==> src/logic/lcam_pkg.sv <==
package lcam_pkg;
  // ==========================================================
  // Address space
  localparam int LCAM_AW = 16;
  localparam logic [15:0] LCAM_IO_BASE = 16'h0020;     // I/O location 0 in data space
  localparam logic [15:0] LCAM_IO_LAST = 16'h005F;     // Last of the 64 legacy I/O locations
  localparam logic [15:0] LCAM_EXT_LO = 16'h0060;      // Extended region start
  localparam logic [15:0] LCAM_EXT_HI = 16'h00FF;      // Extended region end
  localparam int LCAM_IO_AW = 6;                       // In/out operand width
  localparam logic [1:0] LCAM_SYNC_FILL = 2'h3;        // Edges until the fuse stages hold the pin

  // ==========================================================
  // Peripheral locations, chosen placement
  localparam logic [15:0] LCAM_BAUD0_ADDR = 16'h0040;  // Channel 0 baud high byte
  localparam logic [15:0] LCAM_BAUD1_ADDR = 16'h005C;  // Channel 1 baud high byte
  localparam logic [15:0] LCAM_PCHG_LO = 16'h0061;     // Pin-change control block
  localparam logic [15:0] LCAM_PCHG_HI = 16'h0063;
  localparam logic [15:0] LCAM_TMR2_LO = 16'h0088;     // Second wide timer block
  localparam logic [15:0] LCAM_TMR2_HI = 16'h008F;

  // ==========================================================
  // Interrupt vector table sizes
  localparam logic [4:0] LCAM_VEC_FULL = 5'h1C;        // Full table entry count
  localparam logic [4:0] LCAM_VEC_LEGACY = 5'h14;      // Predecessor table entry count
  localparam logic [4:0] LCAM_VEC_RESET = 5'h00;
  localparam logic [7:0] LCAM_OFS_RESET = 8'h00;
endpackage

==> src/logic/lcam_fuse_sample.sv <==
`timescale 1ns/100ps
module lcam_fuse_sample
  import lcam_pkg::*;
(
  input wire logic mclk,
  input wire logic reset_n,
  input wire logic clk_en,
  input wire logic fuse_pin,
  output logic fuse_q,
  output logic valid_q
);
  // ==========================================================
  // Three-stage synchroniser, then one capture after reset
  logic s1_q, s2_q, s3_q;
  logic s1_d, s2_d, s3_d;
  logic fuse_d, valid_d;
  logic [1:0] fill_q, fill_d;

  // Capture only once the stages are filled and two and three agree, then freeze;
  // without the fill count the reset zeros would be captured as a false fuse value
  always_comb begin
    s1_d = fuse_pin;
    s2_d = s1_q;
    s3_d = s2_q;
    fuse_d = fuse_q;
    valid_d = valid_q;
    fill_d = fill_q;
    if (fill_q != LCAM_SYNC_FILL) begin
      fill_d = fill_q + 2'h1;
    end
    if (!valid_q && (fill_q == LCAM_SYNC_FILL) && (s2_q == s3_q)) begin
      fuse_d = s3_q;   // Held for the rest of the run
      valid_d = 1'b1;
    end
  end

  always_ff @(posedge mclk) begin
    if (!reset_n) begin
      s1_q <= 1'b0;
      s2_q <= 1'b0;
      s3_q <= 1'b0;
      fuse_q <= 1'b0;
      valid_q <= 1'b0;
      fill_q <= 2'h0;
    end else if (clk_en) begin
      s1_q <= s1_d;
      s2_q <= s2_d;
      s3_q <= s3_d;
      fuse_q <= fuse_d;
      valid_q <= valid_d;
      fill_q <= fill_d;
    end
  end
endmodule

==> src/logic/lcam_addr_map.sv <==
`timescale 1ns/100ps
module lcam_addr_map
  import lcam_pkg::*;
(
  input wire logic mclk,
  input wire logic reset_n,
  input wire logic clk_en,
  input wire logic legacy_mode_fuse,
  input wire logic acc_valid,
  input wire logic acc_io_op,
  input wire logic acc_write,
  input wire logic [15:0] acc_addr,
  output logic cfg_ready_q,
  output logic legacy_q,
  output logic hit_io_q,
  output logic hit_ext_q,
  output logic hit_ram_q,
  output logic hit_baud0_q,
  output logic hit_baud1_q,
  output logic hit_pchg_q,
  output logic hit_tmr2_q,
  output logic acc_write_q,
  output logic [7:0] periph_ofs_q,
  output logic [4:0] vec_count_q,
  output logic wdt_timed_seq_en_q,
  output logic rx_double_buf_en_q,
  output logic pchg_irq_en_q,
  output logic tmr2_en_q
);
  // ==========================================================
  // Helpers
  function automatic logic in_range(input logic [15:0] a, input logic [15:0] lo,
                                    input logic [15:0] hi);
    in_range = (a >= lo) && (a <= hi);
  endfunction

  logic fuse_s, fuse_ok;

  // Fuse held from its capture after reset onward
  lcam_fuse_sample u_fuse (
    .mclk(mclk),
    .reset_n(reset_n),
    .clk_en(clk_en),
    .fuse_pin(legacy_mode_fuse),
    .fuse_q(fuse_s),
    .valid_q(fuse_ok)
  );

  // ==========================================================
  // Feature gates
  logic cfg_ready_d, legacy_d;
  logic [4:0] vec_count_d;
  logic wdt_d, rxdb_d, pchg_en_d, tmr2_en_d;

  // Gates follow the captured fuse only, never the live pin
  always_comb begin
    cfg_ready_d = fuse_ok;
    legacy_d = fuse_ok & fuse_s;
    vec_count_d = LCAM_VEC_RESET;
    if (fuse_ok) begin
      vec_count_d = fuse_s ? LCAM_VEC_LEGACY : LCAM_VEC_FULL;
    end
    wdt_d = fuse_ok & ~fuse_s;
    rxdb_d = fuse_ok & ~fuse_s;
    pchg_en_d = fuse_ok & ~fuse_s;
    tmr2_en_d = fuse_ok & ~fuse_s;
  end

  always_ff @(posedge mclk) begin
    if (!reset_n) begin
      cfg_ready_q <= 1'b0;
      legacy_q <= 1'b0;
      vec_count_q <= LCAM_VEC_RESET;
      wdt_timed_seq_en_q <= 1'b0;
      rx_double_buf_en_q <= 1'b0;
      pchg_irq_en_q <= 1'b0;
      tmr2_en_q <= 1'b0;
    end else if (clk_en) begin
      cfg_ready_q <= cfg_ready_d;
      legacy_q <= legacy_d;
      vec_count_q <= vec_count_d;
      wdt_timed_seq_en_q <= wdt_d;
      rx_double_buf_en_q <= rxdb_d;
      pchg_irq_en_q <= pchg_en_d;
      tmr2_en_q <= tmr2_en_d;
    end
  end

  // ==========================================================
  // Access decode
  logic [15:0] daddr;
  logic hit_io_d, hit_ext_d, hit_ram_d, hit_b0_d, hit_b1_d, hit_pc_d, hit_t2_d, wr_d;
  logic [7:0] ofs_d;
  logic ext_win;

  // In/out operands are I/O numbers; lift them into data space first
  always_comb begin
    daddr = acc_io_op ? (LCAM_IO_BASE + {10'h000, acc_addr[LCAM_IO_AW-1:0]}) : acc_addr;
    ext_win = acc_valid && fuse_ok && !acc_io_op &&
              in_range(daddr, LCAM_EXT_LO, LCAM_EXT_HI);
    hit_io_d = acc_valid && fuse_ok && in_range(daddr, LCAM_IO_BASE, LCAM_IO_LAST);
    hit_ext_d = ext_win && !fuse_s;
    hit_ram_d = ext_win && fuse_s;                   // Extended region turns RAM
    hit_b0_d = acc_valid && fuse_ok && (daddr == LCAM_BAUD0_ADDR);
    hit_b1_d = acc_valid && fuse_ok && (daddr == LCAM_BAUD1_ADDR);
    hit_pc_d = hit_ext_d && in_range(daddr, LCAM_PCHG_LO, LCAM_PCHG_HI);
    hit_t2_d = hit_ext_d && in_range(daddr, LCAM_TMR2_LO, LCAM_TMR2_HI);
    wr_d = acc_valid && fuse_ok && acc_write;
    ofs_d = LCAM_OFS_RESET;
    if (acc_valid && fuse_ok) begin
      ofs_d = daddr[7:0];
    end
  end

  always_ff @(posedge mclk) begin
    if (!reset_n) begin
      hit_io_q <= 1'b0;
      hit_ext_q <= 1'b0;
      hit_ram_q <= 1'b0;
      hit_baud0_q <= 1'b0;
      hit_baud1_q <= 1'b0;
      hit_pchg_q <= 1'b0;
      hit_tmr2_q <= 1'b0;
      acc_write_q <= 1'b0;
      periph_ofs_q <= LCAM_OFS_RESET;
    end else if (clk_en) begin
      hit_io_q <= hit_io_d;
      hit_ext_q <= hit_ext_d;
      hit_ram_q <= hit_ram_d;
      hit_baud0_q <= hit_b0_d;
      hit_baud1_q <= hit_b1_d;
      hit_pchg_q <= hit_pc_d;
      hit_tmr2_q <= hit_t2_d;
      acc_write_q <= wr_d;
      periph_ofs_q <= ofs_d;
    end
  end

  // Update flag, registered so the checks see last cycle's enable and reset
  logic upd;
  always_ff @(posedge mclk) begin
    upd <= clk_en && reset_n;
  end
endmodule

==> config.mk <==
export PLATFORM = sky130hd
export DESIGN_NAME = lcam_addr_map
export DESIGN_NICKNAME = d
export VERILOG_FILES = /design/src/logic/lcam_pkg.sv /design/src/logic/lcam_fuse_sample.sv /design/src/logic/lcam_addr_map.sv
export SDC_FILE = /design/constraint.sdc
export NUM_CORES = 1
export LEC_CHECK = 0
export BUFFER_PORTS_ARGS = -buffer_cell sky130_fd_sc_hd__buf_2
export CORE_UTILIZATION = 47
export DETAILED_ROUTE_END_ITERATION = 10
export GPL_ROUTABILITY_DRIVEN = 0
export PLACE_DENSITY = 0.86
export RECOVER_POWER = 50
export SLEW_MARGIN = 30
export SYNTH_ARGS = -nofsm -noshare
export SYNTH_HDL_FRONTEND = slang
export SYNTH_HIERARCHICAL = 1
export SYNTH_SLANG_ARGS = --single-unit
==> constraint.sdc <==
create_clock -name mclk -period 1.4 [get_ports mclk]
set_input_delay 0.28 -clock mclk [delete_from_list [all_inputs] [get_ports mclk]]
set_output_delay 0.28 -clock mclk [all_outputs]
set_load 0.02 [all_outputs]
==> results of run 1 <==
## worst max-delay path, stage by stage (launching register included)
cell,delay (ps)
dfxtp_1,420
and3_1,230
o21ai_1,150
o41ai_2,350
## power by group through the flow
stage	Clock, mW	Combinational (mW)	Sequential (mW)
CTS	0.379	0.155	0.759
detailed placement	0	0.154	0.776
finish	0.367	0.152	0.759
global placement	0	0.147	0.775
floorplan	0	0.0864	0.775
global route	0.413	0.166	0.761
## cells in the mapped netlist, types with 2 or more instances
master / count
a41oi_1: 2
xor2_1: 4
a21boi_0: 4
inv_1: 3
nand2_1: 15
dfxtp_1: 26
a21oi_1: 2
nand4_1: 2
nor2b_1: 14
nor2_1: 2
nand3_1: 3
o21ai_0: 6
buf_4: 9
mux2i_1: 4
and2_1: 4
nor4_4: 2
o41ai_2: 3
a22oi_1: 7
clkbuf_1: 2
## layer usage
layer / vias up / share of wire [%] / global-route usage [%] / wire length [um]
met2: 38 / 49 / 31.1 / 1290
li1: 550 / - / - / -
met4: 0 / 0.95 / 7.46 / 25
met3: 4 / 6.4 / 7.06 / 169
met1: 502 / 43 / 23.2 / 1150
met5: - / 0 / 0 / 0
## stage by stage
step | hold WS, ps | worst slack, ps | cell area (sq um) | std cells | utilization [%]
2_1_floorplan | 378 | 246 | 1260 | 132 | -
6_report | 194 | 166 | 1500 | 206 | 59.9
3_5_place_dp | 442 | 50.5 | 1490 | 202 | 59.5
5_1_grt | 171 | 61.7 | 1500 | 206 | 59.9
3_3_place_gp | 438 | 90.1 | 1490 | 202 | 59.5
4_1_cts | 186 | 172 | 1520 | 206 | 60.9
## final cells by class
cell class,count,area share (%)
repair buffers,52,17.3
inverters,3,0.752
clock buffers,4,2.42
well taps,30,2.51
flip-flops and latches,26,34.8
multi-input cells,91,42.3
## how the worst max path moves through the flow
stage	end	slack, ps	cells after the start
finish	hit_baud1_q	170	3
global route	hit_baud1_q	60	3
CTS	tmr2_en_q	170	1
detailed placement	hit_baud0_q	50	4
global placement	hit_baud0_q	90	4
floorplan	hit_baud0_q	250	3
## kinds of logic (layout without fill, tap and decap cells)
logic type | after synthesis | in the layout | share of synthesized area (%)
flip-flops | 26 | 26 | 41.4
AND/OR/NAND/NOR | 51 | 51 | 25.6
XOR/XNOR | 4 | 4 | 2.78
multiplexers | 4 | 4 | 3.18
AO/OA/AOI/OAI | 29 | 29 | 18.0
adder cells (fa/ha/maj) | 1 | 1 | 0.994
other | 1 | 2 | 0.298
buffers and inverters | 15 | 59 | 7.75
## state kept, by name (all words and copies together) (netlist names)
name            cells
acc_write_q         1
hit_ext_q           1
u_fuse/valid_q      1
hit_io_q            1
hit_pchg_q          1
u_fuse/fill_q       2
hit_baud1_q         1
hit_tmr2_q          1
vec_count_q         2
u_fuse/fuse_q       1
legacy_q            1
u_fuse/s1_q         1
hit_baud0_q         1
hit_ram_q           1
u_fuse/s2_q         1
u_fuse/s3_q         1
periph_ofs_q        8
==> run_results.csv, run 1 <==
group,metric,value,unit
yosys,synth-warning-count,6,
final_layout,insertedDiodeCount,0,
drt,wire_per_inst,12.8,um
sta,final.setup.tns,0,ps
sta,final-hold-violation-count,0,
worst_setup_path,startpoint,"u_fuse/valid_q",
drt,firstDrtPassIters,4,
floorplan,die-area,2890,sq um
yosys,synth_enable_flop_cells,0,
yosys,avgSynthCellArea,9.61,sq um
floorplan,core_area,2500,sq um
drt,drc,0,
global_routing,track_usage,19.3,%
clock_tree,cts_root_buffer,"clkbuf_4",
worst_setup_path,arrival,1470,ps
yosys,yosysTopAreaCell,"dfxtp_1",
clock_tree,cts_hold_buf,0,
pwr,powerDensity,853,nW/um^2
sta,period_needed,1230,ps
clock_tree,max-clock-path-buffers,2,
yosys,netlist_area,1260,sq um
worst_setup_path,start_kind,"flip-flop",
run_status,outcome,"complete, no violations",
global_routing,antenna_found_initial,0,
placement,io_buffers,47,
worst_hold_path,min_path_cells,2,
worst_setup_path,worst_ep_required_time,1640,ps
final_layout,area_growth,19.0,%
pwr,p_leak,0.641,nW
clock_tree,cts_tree,"yes",
global_routing,grt_max_degree,15,
worst_setup_path,worstReg2RegEnd,"hit_baud1_q",
global_routing,grt_pass1_wl,4020,um
clock_tree,cts_buffers,3,
drt,vias_per_cell,5.31,
drt,ant_nets,0,
final_layout,final_common_cell,"buf_2",
yosys,yosysTopAreaCellShare,41.4,%
clock_tree,cts.reportedPaths.clkPinSlew,130,ps
final_layout,multi_input_area,633,sq um
worst_setup_path,crit_type,"flip-flop to flip-flop",
yosys,async_flop_share,0,%
sta,fin_worst_skew,4.91,ps
final_layout,fin_nets,201,
placement,hpwl,2140,um
yosys,netlist_top_cells_area,"dfxtp_1 (41%), nor2b_1 (7.0%), buf_4 (5.4%), nand2_1 (4.5%), a22oi_1 (4.2%)",
final_layout,fillers,232,
sta,period_share,88.1,%
pwr,swShare,23.5,%
yosys,synthCells,131,
sta,rsz0062_at_grt,"no",
floorplan,die_y,53.8,um
worst_setup_path,cp_max_fo,6,
clock_tree,post_cts_resized,0,
floorplan,num_rows,18,
yosys,synth.distinct_cells,36,
pwr,finalPower,1.28,mW
worst_setup_path,cp-end-kind,"flip-flop",
worst_setup_path,rrSetupSlack,170,ps
clock_tree,post_cts_buffers,0,
worst_hold_path,min_to,"hit_tmr2_q",
yosys,yosysSeqAreaShare,41.4,%
clock_tree,htreeDepth,1,
floorplan,die_x,53.8,um
clock_tree,clk_latency,320,ps
drt,drt-initial-drc-count,22,
final_layout,seq_area,520,sq um
sta,clock.fmax,810,MHz
final_layout,drive_gt1_share,30.1,%
worst_hold_path,worstHoldPathType,"input pin to flip-flop",
yosys,ys_seq_elements,26,
pwr,power.switching,0.301,mW
clock_tree,cts.sinks,26,
pwr,power.internal,0.977,mW
drt,via_count,1094,
worst_setup_path,worstReg2RegStart,"u_fuse/valid_q",
pwr,seqPwrFrac,59.4,%
floorplan,num_io_pins,50,
drt,wirelength,2630,um
final_layout,layout_common_cells,"buf_2 (39), dfxtp_1 (26), nor2b_1 (15), nand2_1 (15), clkbuf_1 (9)",
sta,setup_violations,0,
yosys,synth_ff_type,"dfxtp_1",
worst_setup_path,rr_worst_depth,3,
run,maxCapViolations,0,
worst_hold_path,min_from,"acc_addr[4]",
pwr,max-vdd-ir-drop,0.000707,V
pwr,comb_power_share,11.9,%
global_routing,overflow,0,
pwr,p_clk_share,28.7,%
floorplan,floorplan.initialDensity,50.4,%
sta,slew_viol_final,0,
global_routing,grt_pass1_vias,967,
(Power assumes the default switching activity.)
==> inputs of run 2 (changes only) <==
--- a/config.mk
+++ b/config.mk
@@ -6,10 +6,11 @@
 export NUM_CORES = 1
 export LEC_CHECK = 0
 export BUFFER_PORTS_ARGS = -buffer_cell sky130_fd_sc_hd__buf_2
-export CORE_UTILIZATION = 47
+export CORE_UTILIZATION = 49
+export CTS_BUF_LIST = sky130_fd_sc_hd__clkbuf_8
 export DETAILED_ROUTE_END_ITERATION = 10
 export GPL_ROUTABILITY_DRIVEN = 0
-export PLACE_DENSITY = 0.86
+export PLACE_DENSITY = 0.89
 export RECOVER_POWER = 50
 export SLEW_MARGIN = 30
 export SYNTH_ARGS = -nofsm -noshare
==> run 2 against run 1 <==
Clock skew down 3.5 ps. Cell area increased by 2.0%. Clock power grew 70%. Sequential power is essentially flat. Final cell count is 0.49% lower. Wire length increased by 18%. Non-clock buffer count is 1 lower. Utilization increased by 2.3 points. Sequential share of layout area shrank 0.68 points. Die area decreased by 3.9%. Critical path depth up 2. Largest cell class unchanged. Largest power group unchanged.
==> run_results.csv, run 2 (same netlist as run 1, synthesis figures left out) <==
group,metric,value,unit
worst_setup_path,arrival,1450,ps
drt,wire_per_inst,15.1,um
clock_tree,post_cts_buffers,0,
global_routing,grt_pass1_wl,4760,um
clock_tree,cts_buffers,3,
clock_tree,cts_root_buffer,"clkbuf_8",
run_status,outcome,"complete, no violations",
pwr,p_leak,0.622,nW
pwr,finalPower,1.54,mW
pwr,max-vdd-ir-drop,0.000682,V
clock_tree,cts_tree,"yes",
placement,io_buffers,47,
placement,hpwl,2240,um
sta,slew_viol_final,0,
worst_setup_path,slowest_stage,"clkbuf_1",
worst_setup_path,rr_worst_depth,3,
worst_hold_path,min_path_cells,2,
floorplan,die_y,52.7,um
worst_hold_path,min_from,"acc_addr[4]",
floorplan,core_area,2450,sq um
drt,wirelength,3100,um
pwr,powerDensity,1010,nW/um^2
floorplan,num_rows,18,
worst_setup_path,cp-end-kind,"flip-flop",
sta,period_share,91.0,%
clock_tree,clk_latency,270,ps
run,maxCapViolations,0,
drt,drt-initial-drc-count,37,
sta,fin_worst_skew,1.38,ps
drt,drc,0,
clock_tree,max-clock-path-buffers,2,
sta,final.setup.tns,0,ps
worst_setup_path,worstReg2RegStart,"u_fuse/valid_q",
floorplan,floorplan.initialDensity,51.3,%
global_routing,track_usage,24.1,%
final_layout,largest_reg_flops,8,
global_routing,antenna_found_initial,0,
worst_setup_path,cp_max_fo,8,
final_layout,largestRegisters,"periph_ofs_q: 8 flops, u_fuse/fill_q: 2 flops, vec_count_q: 2 flops",
global_routing,grt_pass1_vias,1034,
final_layout,insertedDiodeCount,0,
global_routing,grt_max_degree,16,
worst_setup_path,worstReg2RegEnd,"hit_baud1_q",
drt,via_count,1139,
worst_setup_path,critical_path.most_common_cell,"clkbuf_1",
floorplan,num_io_pins,50,
global_routing,overflow,0,
clock_tree,post_cts_resized,0,
final_layout,regMostFlops,"periph_ofs_q",
worst_setup_path,rrSetupSlack,170,ps
worst_hold_path,worstHoldPathType,"input pin to flip-flop",
drt,ant_nets,0,
final_layout,drive_gt1_share,26.9,%
worst_setup_path,worst_ep_required_time,1570,ps
final_layout,area_growth,21.4,%
clock_tree,htreeDepth,1,
worst_hold_path,min_to,"hit_tmr2_q",
worst_setup_path,path_cells,"clkbuf_1 -> clkbuf_1 -> nor2b_4 -> mux2i_1 -> nor2b_1",
worst_setup_path,start_kind,"input pin",
drt,firstDrtPassIters,4,
clock_tree,cts.reportedPaths.clkPinSlew,90,ps
sta,setup_violations,0,
sta,rsz0062_at_grt,"no",
final_layout,final_common_cell,"buf_2",
drt,vias_per_cell,5.56,
final_layout,fin_nets,200,
sta,final-hold-violation-count,0,
floorplan,die_x,52.7,um
worst_setup_path,max_stage_delay,370,ps
floorplan,die-area,2780,sq um
sta,period_needed,1270,ps
worst_setup_path,crit_type,"input pin to flip-flop",
clock_tree,cts.sinks,26,
sta,clock.fmax,785,MHz
clock_tree,cts_hold_buf,0,
final_layout,layout_common_cells,"buf_2 (31), dfxtp_1 (26), clkbuf_1 (17), nand2_1 (15), nor2b_1 (14)",
[run 2: changes by cell type in the layout (fill, tap and decap cells not counted), moves of 2 or more]
cell      change
buf_2         -8
clkbuf_1      +8
clkbuf_4      -3
clkbuf_8      +2
[run 2: worst max-delay path, delay by kind of cell]
family	cells	cell delay (ps)
muxes	1	230
buffers and inverters	2	620
and+or+nand+nor	2	310
[run 2: layout make-up]
cell class | instances | area (sq um)
Multi-Input combinational cell | 91 | 646
Clock inverter | 1 | 30.0
Inverter | 3 | 11.3
Tap cell | 30 | 37.5
Fill cell | 221 | 927
Clock buffer | 3 | 41.3
Timing Repair Buffer | 51 | 241
Sequential cell | 26 | 520
[run 2: worst max path at each step]
stage	startpoint	endpoint	slack [ps]	cells after the start
2_1_floorplan	acc_addr[8]	hit_baud0_q	250	3
3_3_place_gp	acc_addr[8]	hit_baud0_q	100	4
3_5_place_dp	acc_addr[9]	hit_baud0_q	70	4
4_1_cts	u_fuse/valid_q	hit_baud1_q	110	3
5_1_grt	clk_en	u_fuse/fill_q[1]	60	5
6_report	clk_en	u_fuse/fill_q[1]	130	5
[run 2: metal layers]
| layer | track usage [%] | routed length (um) | up-vias |
|---|---|---|---|
| met4 | 15.4 | 122 | 0 |
| met3 | 4.06 | 208 | 13 |
| met1 | 27.1 | 1220 | 529 |
| met5 | 0 | 0 | - |
| met2 | 41.6 | 1550 | 57 |
| li1 | - | - | 540 |
[run 2: report_power, final]
group | total [mW] | internal, mW | switching, mW
Clock | 0.624 | 0.383 | 0.241
Combinational | 0.160 | 0.0674 | 0.0922
Sequential | 0.759 | 0.750 | 0.00879
Total | 1.54 | 1.20 | 0.342
[run 2: metrics by stage]
stage | setup WS [ps] | cell area [sq um] | cells | hold WS [ps] | util, %
2_1_floorplan | 246 | 1260 | 132 | 378 | -
3_3_place_gp | 103 | 1480 | 201 | 441 | 60.2
3_5_place_dp | 68.7 | 1480 | 201 | 442 | 60.2
4_1_cts | 107 | 1550 | 205 | 237 | 63.1
5_1_grt | 55.9 | 1530 | 205 | 254 | 62.2
6_report | 126 | 1530 | 205 | 238 | 62.2
==> inputs of run 3 (changes only) <==
--- a/config.mk
+++ b/config.mk
@@ -10,6 +10,7 @@
 export CTS_BUF_LIST = sky130_fd_sc_hd__clkbuf_8
 export DETAILED_ROUTE_END_ITERATION = 10
 export GPL_ROUTABILITY_DRIVEN = 0
+export GPL_TIMING_DRIVEN = 0
 export PLACE_DENSITY = 0.89
 export RECOVER_POWER = 50
 export SLEW_MARGIN = 30
==> run 3 against run 2 <==
Worst setup slack gained 33 ps. Utilization grew 1.7 points. Final cell count up 3.9%. Non-clock buffer count is 8 higher. Clock skew about the same. Count of clock-buffer cells in the layout is 1 higher. Via count increased by 2.5%. Worst hold slack better by 18 ps. Maximum frequency grew 2.7%. Sequential power about the same. Critical endpoint is now vec_count_q[3].
==> run_results.csv, run 3 (same netlist as run 1, synthesis figures left out) <==
group,metric,value,unit
run_status,outcome,"complete, no violations",
floorplan,floorplan.initialDensity,51.3,%
floorplan,num_rows,18,
placement,dp_slack,-33.7,ps
global_routing,overflow,0,
worst_setup_path,start_kind,"flip-flop",
global_routing,grt_pass1_wl,4300,um
sta,setup_violations,0,
final_layout,fin_nets,208,
final_layout,area_growth,24.7,%
drt,drc,0,
final_layout,final_common_cell,"buf_2",
pwr,powerDensity,884,nW/um^2
worst_hold_path,worstHoldPathType,"input pin to flip-flop",
final_layout,layout_common_cells,"buf_2 (35), dfxtp_1 (25), clkbuf_1 (15), nand2_1 (15), nor2b_1 (14)",
pwr,seqPwrFrac,54.7,%
worst_setup_path,cp_max_fo,6,
clock_tree,cts_hold_buf,0,
clock_tree,cts_buffers,3,
sta,rsz0062_at_grt,"no",
sta,slew_viol_final,0,
worst_setup_path,arrival,960,ps
drt,firstDrtPassIters,4,
placement,hpwl,2150,um
sta,fin_worst_skew,1.73,ps
drt,wirelength,2810,um
final_layout,final_cell_area,1570,sq um
clock_tree,htreeDepth,1,
clock_tree,cts.reportedPaths.clkPinSlew,80,ps
floorplan,die-area,2780,sq um
global_routing,grt_max_degree,18,
final_layout,largestRegisters,"periph_ofs_q: 8 flops, u_fuse/fill_q: 2 flops, vec_count_q: 2 flops",
final_layout,regMostFlops,"periph_ofs_q",
placement,io_buffers,47,
global_routing,track_usage,21.2,%
sta,period_share,88.6,%
sta,final.setup.tns,0,ps
floorplan,die_x,52.7,um
pwr,power.internal,1.07,mW
drt,vias_per_cell,5.48,
drt,wire_per_inst,13.2,um
global_routing,grt_pass1_vias,1051,
global_routing,antenna_found_initial,0,
floorplan,num_io_pins,50,
drt,ant_nets,0,
pwr,max-vdd-ir-drop,0.000788,V
worst_setup_path,worst_ep_required_time,1120,ps
sta,clock.fmax,806,MHz
clock_tree,max-clock-path-buffers,2,
pwr,p_leak,0.671,nW
drt,drt-initial-drc-count,48,
worst_setup_path,cp-end-kind,"primary output",
final_layout,drive_gt1_share,31.1,%
final_layout,largest_reg_flops,8,
drt,via_count,1168,
clock_tree,cts_tree,"yes",
clock_tree,clk_latency,260,ps
clock_tree,cts.sinks,26,
placement,dpl_cell_area,1540,sq um
floorplan,die_y,52.7,um
clock_tree,cts_root_buffer,"clkbuf_8",
pwr,swShare,22.8,%
worst_setup_path,crit_type,"flip-flop to primary output",
final_layout,insertedDiodeCount,0,
sta,final-hold-violation-count,0,
sta,setup_slack,159,ps
pwr,p_clk_share,33.8,%
sta,period_needed,1240,ps
pwr,power.switching,0.316,mW
run,maxCapViolations,0,
floorplan,core_area,2450,sq um
pwr,comb_power_share,11.5,%
run 3: cell types whose count changed in the layout (fill, tap and decap cells not counted), sizes merged:
cell,before,now
buf,34,44
bufinv,1,0
clkbuf,20,19
run 3: final timing paths:
kind | cells after the start | slack [ps] | to | from
worst max-delay path | 2 | 160 | vec_count_q[3] | vec_count_q[3]
worst min-delay path | 2 | 260 | hit_tmr2_q | acc_addr[4]
worst max register to register | 4 | 180 | hit_baud0_q | u_fuse/valid_q
worst min register to register | 2 | 460 | hit_tmr2_q | hit_tmr2_q
run 3: repair_timing:
action                                  in CTS  in global routing
setup buffers                                0                  0
gates resized for setup                      0                  1
endpoints found under the setup margin       0                  1
run 3: area by class of cell:
class,instances,area [sq um]
inverter,3,11.3
sequential,26,522
timing repair buffer,47,220
tap,30,37.5
buffer,12,78.8
multi-input combinational,91,644
fill,204,886
clock buffer,4,55.1
run 3: routing by layer:
metal | GRT usage, % | share of wire (%) | vias to the layer above
li1 | - | - | 560
met1 | 24.6 | 40 | 560
met2 | 36.1 | 53 | 44
met3 | 6.38 | 5.9 | 4
met4 | 7.89 | 0.96 | 0
met5 | 0 | 0 | -
run 3: power by group through the flow:
stage / sequential [mW] / combinational, mW / clock (mW)
final: 0.759 / 0.160 / 0.468
after global routing: 0.760 / 0.174 / 0.512
after CTS: 0.759 / 0.162 / 0.484
after detailed placement: 0.776 / 0.161 / 0
after global placement: 0.775 / 0.152 / 0
after floorplan: 0.775 / 0.0864 / 0
run 3: through the flow:
stage,hold WS (ps),cells,utilization [%],power (mW)
detailed placement,441,209,62.5,0.937
global placement,438,209,62.5,0.927
finish,257,213,63.9,1.39
floorplan,378,132,-,0.862
global route,253,213,63.9,1.45
CTS,248,213,64.8,1.40
run 3: worst max-delay path: stages, from the launching register on:
cell     delay [ps]
dfxtp_1         420
buf_4           130
buf_2           150
